--- src/design/feat_id_pkg.sv ---
// Package for the feature identification register group.
// Assumes one core clock; requests come from logic on that clock.

package feat_id_pkg;

	// ----------------------------------------
	// Frame layout
	// ----------------------------------------
	localparam int unsigned ADDR_W            = 12;
	localparam logic [11:0] OFF_IMPL_IDENTITY = 12'h018;
	localparam logic [11:0] OFF_IMPL_FEATURES = 12'h028;
	localparam logic [11:0] OFF_BW_FEATURES   = 12'h040;
	localparam logic [11:0] OFF_MON_FEATURES  = 12'h090;

	// ----------------------------------------
	// Field positions
	// ----------------------------------------
	localparam int unsigned ID_PART_LSB     = 20;
	localparam int unsigned ID_MAJOR_LSB    = 16;
	localparam int unsigned ID_MINOR_LSB    = 12;
	localparam int unsigned ID_BANK_LSB     = 8;
	localparam int unsigned ID_ZERO_BIT     = 7;
	localparam int unsigned BW_PBM_LSB      = 16;
	localparam int unsigned BW_WINWR_BIT    = 14;
	localparam int unsigned BW_STRIDE_BIT   = 13;
	localparam int unsigned BW_PBM_BIT      = 12;
	localparam int unsigned BW_CEIL_BIT     = 11;
	localparam int unsigned BW_FLOOR_BIT    = 10;
	localparam int unsigned MON_CAPTURE_BIT = 31;
	localparam int unsigned MAIN_BW_BIT     = 26;
	localparam int unsigned MAIN_MON_BIT    = 30;
	localparam int unsigned MONF_BWU_BIT    = 17;

	// ----------------------------------------
	// Field limits and reset values
	// ----------------------------------------
	localparam logic [12:0] BW_PBM_MAX    = 13'h1000;
	localparam logic [5:0]  BW_ALLOC_MAX  = 6'h10;
	localparam logic [31:0] RSP_DATA_RST  = 32'h0000_0000;

	// ----------------------------------------
	// Carriers
	// ----------------------------------------
	typedef struct packed {
		logic              valid;
		logic              write;
		logic              secure;
		logic [ADDR_W-1:0] addr;
		logic [31:0]       wdata;
	} req_t;

	typedef struct packed {
		logic        valid;
		logic        err;
		logic [31:0] rdata;
	} rsp_t;

endpackage : feat_id_pkg

--- src/design/feat_id_regs.sv ---
// Read-only feature identification registers of the feature frame.
// Assumes a requester on CORE_CLK_I that issues at most one access per
// cycle and takes the answer one cycle later.

`timescale 1ns/1ps
`default_nettype none

module feat_id_regs #(
	parameter logic [11:0] PART_IDENT      = 12'h001, // Arbitrary value
	parameter logic [3:0]  MAJOR_REV       = 4'h0,
	parameter logic [3:0]  MINOR_REV       = 4'h0,
	parameter logic [3:0]  MAKER_BANK      = 4'h0,    // Arbitrary value
	parameter logic [6:0]  MAKER_CODE      = 7'h01,   // Arbitrary value
	parameter logic [31:0] IMPL_FEAT_NS    = 32'h0000_0000,
	parameter logic [31:0] IMPL_FEAT_S     = 32'h0000_0000,
	parameter logic [31:0] MAIN_FEATURES   = 32'h4400_0000,
	parameter logic [31:0] MON_FEATURES    = 32'h0002_0000,
	parameter logic [12:0] PBM_WIDTH       = 13'h0020,
	parameter logic        WIN_WRITABLE    = 1'b1,
	parameter logic        HAS_STRIDE      = 1'b1,
	parameter logic        PORTION_BITMAP_PRESENT         = 1'b1,
	parameter logic        HAS_CEIL        = 1'b1,
	parameter logic        HAS_FLOOR       = 1'b1,
	parameter logic [5:0]  ALLOC_WIDTH     = 6'h08,
	parameter logic        HAS_CAPTURE     = 1'b1,
	parameter logic [15:0] MON_COUNT_NS    = 16'h0004,
	parameter logic [15:0] MON_COUNT_S     = 16'h0004
) (
	input  wire logic               CORE_CLK_I,
	input  wire logic               NRST_I,
	input  wire feat_id_pkg::req_t  REQ_I,
	output var  feat_id_pkg::rsp_t  RSP_O
);
	import feat_id_pkg::*;

	// ----------------------------------------
	// Fixed register images
	// ----------------------------------------
	// Identity ignores the security state: one copy serves both maps
	localparam logic [31:0] ID_WORD = {PART_IDENT, MAJOR_REV, MINOR_REV,
		MAKER_BANK, 1'b0, MAKER_CODE};

	localparam logic BW_PRESENT  = MAIN_FEATURES[MAIN_BW_BIT];
	localparam logic MON_PRESENT = MAIN_FEATURES[MAIN_MON_BIT]
		& MON_FEATURES[MONF_BWU_BIT];

	localparam logic [31:0] BW_WORD = {3'h0, PBM_WIDTH, 1'b0, WIN_WRITABLE,
		HAS_STRIDE, PORTION_BITMAP_PRESENT, HAS_CEIL, HAS_FLOOR, 4'h0,
		ALLOC_WIDTH};

	// Only the monitor and implementation words may differ by map
	localparam logic [31:0] MON_WORD_NS = {HAS_CAPTURE, 15'h0000,
		MON_COUNT_NS};
	localparam logic [31:0] MON_WORD_S  = {HAS_CAPTURE, 15'h0000,
		MON_COUNT_S};

	// ----------------------------------------
	// Address decode
	// ----------------------------------------
	// Picks the copy of a banked word that the requesting map sees
	function automatic logic [31:0] bank_sel(input logic secure,
		input logic [31:0] s_word, input logic [31:0] ns_word);
		return secure ? s_word : ns_word;
	endfunction : bank_sel

	// Returns {hit, data}; the secure bit only picks between banked copies,
	// so the full frame answers in both maps
	function automatic logic [32:0] decode(input logic [ADDR_W-1:0] addr,
		input logic secure);
		logic [32:0] r;
		r = {1'b0, 32'h0000_0000};
		unique case (addr)
			OFF_IMPL_IDENTITY: r = {1'b1, ID_WORD};
			OFF_IMPL_FEATURES: r = {1'b1, bank_sel(secure, IMPL_FEAT_S,
				IMPL_FEAT_NS)};
			OFF_BW_FEATURES: begin
				// Absent register reads zero and flags an error
				if (BW_PRESENT) begin
					r = {1'b1, BW_WORD};
				end
			end
			OFF_MON_FEATURES: begin
				if (MON_PRESENT) begin
					r = {1'b1, bank_sel(secure, MON_WORD_S,
						MON_WORD_NS)};
				end
			end
			default: r = {1'b0, 32'h0000_0000};
		endcase
		return r;
	endfunction : decode

	// ----------------------------------------
	// Response path
	// ----------------------------------------
	rsp_t        rsp_d;
	rsp_t        rsp_q;
	logic [32:0] hit_data;

	always_comb begin
		hit_data    = decode(REQ_I.addr, REQ_I.secure);
		rsp_d       = '0;
		rsp_d.valid = REQ_I.valid;
		if (REQ_I.valid) begin
			if (REQ_I.write) begin
				// Writes are dropped: nothing here can change
				rsp_d.err   = 1'b1;
				rsp_d.rdata = RSP_DATA_RST;
			end else begin
				rsp_d.err   = ~hit_data[32];
				rsp_d.rdata = hit_data[31:0];
			end
		end
	end

	always_ff @(posedge CORE_CLK_I or negedge NRST_I) begin
		if (!NRST_I) begin
			rsp_q <= '0;
		end else begin
			rsp_q <= rsp_d;
		end
	end

	assign RSP_O = rsp_q;

	logic rd_req;
	assign rd_req = REQ_I.valid & ~REQ_I.write;
endmodule : feat_id_regs

`default_nettype wire

--- config.mk ---
export PLATFORM = sky130hd
export DESIGN_NAME = feat_id_regs
export DESIGN_NICKNAME = d
export VERILOG_FILES = /design/src/design/feat_id_pkg.sv /design/src/design/feat_id_regs.sv
export SDC_FILE = /design/constraint.sdc
export NUM_CORES = 1
export LEC_CHECK = 0
export BUFFER_PORTS_ARGS = -buffer_cell sky130_fd_sc_hd__buf_2
export CAP_MARGIN = 20
export CORE_UTILIZATION = 28
export CTS_CLUSTER_DIAMETER = 100
export CTS_CLUSTER_SIZE = 40
export DETAILED_ROUTE_END_ITERATION = 12
export PLACE_DENSITY_LB_ADDON = 0.12
export SYNTH_ARGS = -nofsm -noshare
export SYNTH_HDL_FRONTEND = slang
export SYNTH_SLANG_ARGS = --single-unit
--- constraint.sdc ---
create_clock -name CORE_CLK_I -period 0.95 [get_ports CORE_CLK_I]
set_input_delay 0.1425 -clock CORE_CLK_I [delete_from_list [all_inputs] [get_ports CORE_CLK_I]]
set_output_delay 0.1425 -clock CORE_CLK_I [all_outputs]
set_load 0.03 [all_outputs]
==> results of run 1 <==
[final cells by class]
class / count / area share, %
multi-input cells: 38 / 38.3
clock buffers: 4 / 4.08
well taps: 16 / 3.11
flip-flops and latches: 5 / 19.6
repair buffers: 32 / 35.0
[report_power, final]
part / leakage, nW / switching (mW) / internal (mW)
clock: 0.0150 / 0.0841 / 0.159
combinational: 0.266 / 0.160 / 0.0548
sequential: 0.0636 / 0.000892 / 0.218
[timing repair]
| item | CTS | global route |
|---|---|---|
| pin swaps | 3 | 0 |
| hold buffers | 1 | 0 |
| gates resized for setup | 5 | 23 |
| setup endpoints to repair | 11 | 12 |
| hold endpoints to repair | 5 | 0 |
[cells by family (layout without fill, tap and decap cells)]
kind of cell,Yosys count,in the layout,synth area share (%)
AOI/OAI and AO/OA,3,3,3.98
buffers and inverters,29,36,46.2
DFF,5,5,26.5
other,1,21,0.795
xor gates and xnor gates,1,1,1.86
and+or+nand+nor,13,13,20.7
[path summary, 6_finish.rpt]
kind                       depth (start not counted)   endpoint  startpoint
worst max-delay path                               4  RSP_O[21]   REQ_I[32]
worst min-delay path                               1  RSP_O[33]   REQ_I[46]
max in group asynchronous                          2  RSP_O[21]      NRST_I
min in group asynchronous                          2  RSP_O[20]      NRST_I
[critical path, cell delays in order]
cell    delay [ps]
buf_6           90
or4_4          540
or2_4          300
nor3_2         150
[metal layers]
| metal | GRT usage [%] | vias to the layer above | part of all wire, % |
|---|---|---|---|
| met5 | 0 | - | 0 |
| met4 | 9.09 | 0 | 0 |
| met3 | 1.70 | 0 | 13 |
| met2 | 11.2 | 36 | 48 |
| met1 | 9.40 | 147 | 39 |
| li1 | - | 177 | - |
[layout by cell type, fill, tap and decap left out, types with 2 or more instances in the layout]
cell / n
buf_6: 8
nor4_4: 2
clkbuf_4: 3
dfrtp_1: 4
nand2b_1: 4
conb_1: 21
or4_4: 2
buf_4: 4
buf_2: 19
[Yosys cell counts]
| cell type | number | area [um2] |
|---|---|---|
| a21oi_1 | 1 | 5.00 |
| buf_4 | 29 | 218 |
| conb_1 | 1 | 3.75 |
| dfrtp_1 | 5 | 125 |
| nand2b_1 | 4 | 25.0 |
| nor3_1 | 2 | 10.0 |
| nor4_1 | 2 | 12.5 |
| o21ai_0 | 1 | 5.00 |
| o41ai_1 | 1 | 8.76 |
| or2_4 | 1 | 8.76 |
| or3b_2 | 1 | 8.76 |
| or4_4 | 2 | 22.5 |
| or4b_2 | 1 | 10.0 |
| xnor2_1 | 1 | 8.76 |
==> results by group, run 1 <==
Floorplanning
  – Die height: 43.0 um
  – Row count: 14
  – Boundary Pins: slightly above 80
  – Die ar.: approximately 0.0019 mm2
  – Initial Util: between 30% and 40%
  – Chip Width: between 40 and 50 um
  – Core box area: 0.00154 mm2

Finish
  – P&R area growth vs syn: 36.6%
  – Final cell count without fillers: 95
  – Max FFs per register: 5
  – Multi-input logic area: around 250 um2
  – Layout cell share with drive strength beyond 1: 55.7%
  – Register Area: 126 um2
  – Ant diodes: 0
  – FILL cells: 160
  – Post-route design area: about 640 um2
  – NumNets Final: approximately 130
  – Util after Layout: about two fifths

Synth
  – Sequential cell area fraction in the yosys report: 26.5%
  – Mapped Cells: 52
  – Distinct cells, synth: 14
  – YS warnings: 0
  – Syn Area/Cell: 9.07 um2
  – Post-Syn Area: 472 um2
  – Yosys reg bits: 5

Global route
  – Largest net degree at the start of global routing: 8
  – GRT Util Overall: approximately 8.0%
  – Initial antenna violation count: 0
  – Vias in the first global route: approximately 290
  – First-pass GRT wire length: 1.06 mm
  – GRT Residual Overflow: 0

Clock network
  – Num CTS Buffers: 3
  – TritonCTS clock tree: built
  – Clock tree sinks: 5
  – H-tree lvl count: 1
  – Post-CTS setup repair buffer count: 0
  – Worst-path clk slew: around 40 ps
  – Root Buffer: clkbuf_4
  – Clock Path Buffers: 2

Routing
  – DRT Wirelength: ~740 um
  – Iter 0 DRT Violations: 3
  – Detailed-route via count: 360
  – Avg Vias per Cell: 3.79
  – Post-route ant nets: 0
  – # DRC: 0
  – Wire per inst: between 7 and 8 um
  – DR pass1 iterations: 2

Timing
  – Hold Vio Cnt, Final: 0
  – Final min period: 1070 ps
  – Min Hold Slack: about 61 ps
  – Unrepaired setup endpoints after global routing: true
  – Setup_tns: -879 ps
  – Worst Slack Setup Final: -117 ps
  – Fin crit share: 112%
  – Peak Freq: approximately 0.94 GHz
  – Final setup fails: 11
  – Fin. max-slew vios: 0

Placement
  – DP Area: between 500 and 600 um2
  – Gp weighted congestion: between 0.6 and 0.7
  – Pre-CTS WS: -374 ps
  – Post-Place Cells: 90
  – Port bufs: 28

Setup path
  – Critical-path maximum fanout: 3
  – Crit start category: input port
  – CP arrival: between 1000 and 1500 ps
  – WP data required: ~1100 ps
  – Critical path type: in -> reg
  – Crit end category: flip-flop

Power
  – Lkg Pwr: about 0.34 nW
  – Power Density: 1050 mW/mm2
  – Total Power: roughly 0.68 mW
  – VDD IR max: about 0.00037 V

Status
  – Failing checks: setup timing
  – Status: finished, violations left

Worst hold path
  – Hold/Removal Path Class: in -> reg

Job
  – Max-cap violations: 0
(Power assumes the default switching activity.)
==> run 2: changes to the inputs <==
- CORE_ASPECT_RATIO: default -> 1.1
- CORE_MARGIN: default -> 4
- CORE_UTILIZATION: 28 -> 26
- clock period: 0.95 -> 1.2 ns (I/O delays scaled with it)
==> results by group, run 2 (synthesis results as in run 1) <==
Setup path
  – Critical-path maximum fanout: 3
  – CP arrival: about 1300 ps
  – Critical path type: in -> reg
  – Crit end category: flip-flop
  – WP data required: ~1300 ps
  – Crit start category: input port

Routing
  – Wire per inst: roughly 9 um
  – DRT Wirelength: approximately 860 um
  – Detailed-route via count: 365
  – # DRC: 0
  – Post-route ant nets: 0
  – Iter 0 DRT Violations: 0
  – Avg Vias per Cell: around 3.8
  – DR pass1 iterations: 1

Floorplanning
  – Core box area: approximately 0.0016 mm2
  – Initial Util: between 20 and 30%
  – Row count: 15
  – Die ar.: 0.00256 mm2
  – Boundary Pins: a little over 80
  – Chip Width: between 40 and 50 um
  – Die height: ~53 um

Clock network
  – TritonCTS clock tree: built
  – Clock tree sinks: 5
  – Root Buffer: clkbuf_4
  – H-tree lvl count: 1
  – Clock Path Buffers: 2
  – Num CTS Buffers: 3
  – Worst-path clk slew: about 40 ps

Worst hold path
  – Hold Startpoint: REQ_I[46]
  – Hold path cells: 1
  – Worst Hold Path EP: RSP_O[33]
  – Hold/Removal Path Class: in -> reg

Timing
  – Unrepaired setup endpoints after global routing: false
  – Worst Slack Setup Final: 54.7 ps
  – Final min period: 1150 ps
  – Setup_tns: 0 ps
  – Fin. max-slew vios: 0
  – Final setup fails: 0
  – Peak Freq: 0.873 GHz
  – Fin crit share: a little over nine tenths
  – Hold Vio Cnt, Final: 0

Placement
  – Port bufs: 28
  – Final HPWL DP: 796 um
  – Gp weighted congestion: around 0.62
  – Pre-CTS WS: -176 ps

Power
  – Total Power: approximately 0.53 mW
  – Lkg Pwr: roughly 0.33 nW
  – Power Density: between 900 and 1000 mW/mm2
  – VDD IR max: 0.000228 V

Global route
  – Initial antenna violation count: 0
  – Vias in the first global route: around 280
  – GRT Util Overall: ~6.4%
  – Largest net degree at the start of global routing: 8
  – GRT Residual Overflow: 0
  – First-pass GRT wire length: ~1.2 mm

Finish
  – FILL cells: around 190
  – Max FFs per register: 5
  – P&R area growth vs syn: 20.4%
  – Layout cell share with drive strength beyond 1: a little over half
  – NumNets Final: approximately 130
  – Multi-input logic area: between 200 and 250 um2
  – Ant diodes: 0
  – Register Area: ~130 um2
  – Most frequent cells in the layout: buf_2, conb_1, dfrtp_1
  – Most common cell after layout, fill and taps aside: buf_2

Job
  – Max-cap violations: 0

Status
  – Status: finished, final reports clean
==> run 2: where the power goes <==
group | internal, mW | total, mW | switching [mW]
Sequential | 0.173 | 0.174 | 0.000779
Clock | 0.125 | 0.189 | 0.0636
Combinational | 0.0409 | 0.164 | 0.123
==> run 2: worst max-delay path by stage <==
| stage | startpoint | endpoint |
|---|---|---|
| global route | REQ_I[41] | RSP_O[2] |
| finish | REQ_I[41] | RSP_O[2] |
| CTS | REQ_I[41] | RSP_O[2] |
| floorplan | REQ_I[41] | RSP_O[20] |
| detailed placement | REQ_I[41] | RSP_O[2] |
| global placement | REQ_I[41] | RSP_O[2] |
==> run 2: what timing repair did <==
| item | CTS | global route |
|---|---|---|
| gates resized for setup | 0 | 1 |
| hold buffers | 1 | 0 |
| hold endpoints to repair | 5 | 0 |
| endpoints found under the setup margin | 0 | 1 |
| setup buffers | 0 | 0 |
==> run 2: critical path, cell delays in order <==
cell and delay (ps):
buf_2 90, or4_4 540, or2_4 280, nor4_1 180
==> run 2: through the flow <==
stage                     instances  utilization (%)  area (um2)  hold slack, ps
after floorplan                  72                -         559            -116
after global placement           91             32.2         526           -4.53
after detailed placement         91             32.2         526           -2.62
after CTS                        96             34.4         562            91.1
after global routing             96             34.8         568             101
final                            96             34.8         568             101
==> run 2: routing by layer <==
layer  up-vias  part of all wire [%]  GRT usage (%)
met5         -                     0              0
met4         0                   4.2           10.8
met3         4                    22           1.71
met2        41                    39           8.04
met1       144                    35           6.79
li1        176                     -              -
==> run 2: final cells by class <==
class                   instances  area share [%]
flip-flops and latches          5            22.0
multi-input cells              38            39.2
clock buffers                   4            4.63
well taps                      17            3.74
repair buffers                 32            30.4
==> run 3: changes to the inputs <==
- PLACE_DENSITY: default -> 0.77
- PLACE_DENSITY_LB_ADDON: 0.12 -> default
- RECOVER_POWER: default -> 100
==> results by group, run 3 (synthesis results as in run 1) <==
Worst hold path
  – Hold path cells: 1
  – Hold/Removal Path Class: in -> reg
  – Worst Hold Path EP: RSP_O[33]
  – Hold Startpoint: REQ_I[46]

Finish
  – Post-route design area: about 560 um2
  – Multi-input logic area: around 230 um2
  – Register Area: 125 um2
  – Layout cell share with drive strength beyond 1: ~44%
  – Most common cell after layout, fill and taps aside: conb_1
  – NumNets Final: around 130
  – Most frequent cells in the layout: conb_1, buf_2, clkbuf_1
  – Final cell count without fillers: 96
  – P&R area growth vs syn: 19.6%
  – Ant diodes: 0
  – Max FFs per register: 5
  – FILL cells: ~170

Timing
  – Peak Freq: between 0.8 and 0.9 GHz
  – Unrepaired setup endpoints after global routing: false
  – Final min period: 1140 ps
  – Fin crit share: 95.2%
  – Worst Slack Setup Final: 57.8 ps
  – Fin. max-slew vios: 0
  – Final setup fails: 0
  – Hold Vio Cnt, Final: 0
  – Setup_tns: 0 ps

Routing
  – # DRC: 0
  – Post-route ant nets: 0
  – Avg Vias per Cell: a little under 4
  – Wire per inst: approximately 8.6 um
  – DR pass1 iterations: 2
  – DRT Wirelength: around 820 um
  – Iter 0 DRT Violations: 2
  – Detailed-route via count: ~380

Global route
  – Vias in the first global route: between 200 and 300
  – Initial antenna violation count: 0
  – First-pass GRT wire length: around 1.2 mm
  – GRT Residual Overflow: 0
  – GRT Util Overall: 6.07%
  – Largest net degree at the start of global routing: 8

Floorplanning
  – Initial Util: between 20% and 30%
  – Chip Width: roughly 49 um
  – Die height: 52.7 um
  – Core box area: around 0.0016 mm2
  – Row count: 15
  – Boundary Pins: 83
  – Die ar.: around 0.0026 mm2

Setup path
  – CP arrival: 1270 ps
  – CP top delay family: simple AND/OR/NAND/NOR gates
  – Peak per-stage delay on the critical path: 540 ps
  – Critical path type: in -> reg
  – CP max stage cell: or4_4
  – WP data required: ~1300 ps
  – Critical-path maximum fanout: 3
  – Crit end category: flip-flop
  – Crit start category: input port
  – Bufs and invs on worst path: 1
  – Cell chain of the critical path: buf_2 > or4_4 > or2_4 > nor4_2
  – Critical Path Start: REQ_I[41]

Placement
  – Pre-CTS WS: -296 ps
  – Final HPWL DP: roughly 770 um
  – Port bufs: 28
  – DP Area: around 530 um2
  – Post-Place Cells: 91
  – Gp weighted congestion: 0.650

Power
  – VDD IR max: approximately 0.00024 V
  – Lkg Pwr: between 0.2 and 0.3 nW
  – Power Density: a little over 900 mW/mm2

Clock network
  – Clock Path Buffers: 2
  – TritonCTS clock tree: built
  – Worst-path clk slew: approximately 40 ps
  – Num CTS Buffers: 3
  – Clock tree sinks: 5
  – Root Buffer: clkbuf_4
  – H-tree lvl count: 1

Status
  – Status: finished, final reports clean

Job
  – Max-cap violations: 0
-- run 3: layout make-up --
class                           instances  share of cell area [%]
Timing Repair Buffer                   32                    28.8
Clock buffer                            4                    4.66
Sequential cell                         5                    22.2
Tap cell                               17                    3.77
Multi-Input combinational cell         38                    40.6
-- run 3: worst max path at each step --
stage / slack [ps] / depth (start not counted) / end
2_1_floorplan: -20 / 3 / RSP_O[20]
3_3_place_gp: -220 / 4 / RSP_O[20]
3_5_place_dp: -300 / 4 / RSP_O[20]
4_1_cts: 30 / 4 / RSP_O[2]
5_1_grt: 10 / 4 / RSP_O[2]
6_report: 60 / 4 / RSP_O[20]
-- run 3: metal layers --
metal / track usage (%) / up-vias / share of wire (%)
li1: - / 178 / -
met1: 5.94 / 159 / 31
met2: 10.0 / 40 / 42
met3: 3.13 / 0 / 27
met4: 4.04 / 0 / 0
met5: 0 / - / 0
-- run 3: timing repair --
| item | 4_1_cts | 5_1_grt |
|---|---|---|
| setup endpoints to repair | 1 | 1 |
| buffers inserted | 0 | 0 |
| hold endpoints to repair | 5 | 0 |
| resized for setup | 1 | 1 |
| hold buffers | 1 | 0 |
-- run 3: report_power, final --
group | leakage (nW) | internal [mW] | switching, mW
sequential | 0.0652 | 0.173 | 0.000794
combinational | 0.210 | 0.0389 | 0.123
clock | 0.0150 | 0.125 | 0.0618
-- run 3: stage by stage --
stage          utilization, %  hold slack, ps  power (mW)
2_1_floorplan               -            -116       0.342
3_3_place_gp             32.2           -8.80       0.332
3_5_place_dp             32.2           -3.40       0.334
4_1_cts                  34.8            95.1       0.529
5_1_grt                  34.6             129       0.550
6_report                 34.6             122       0.523
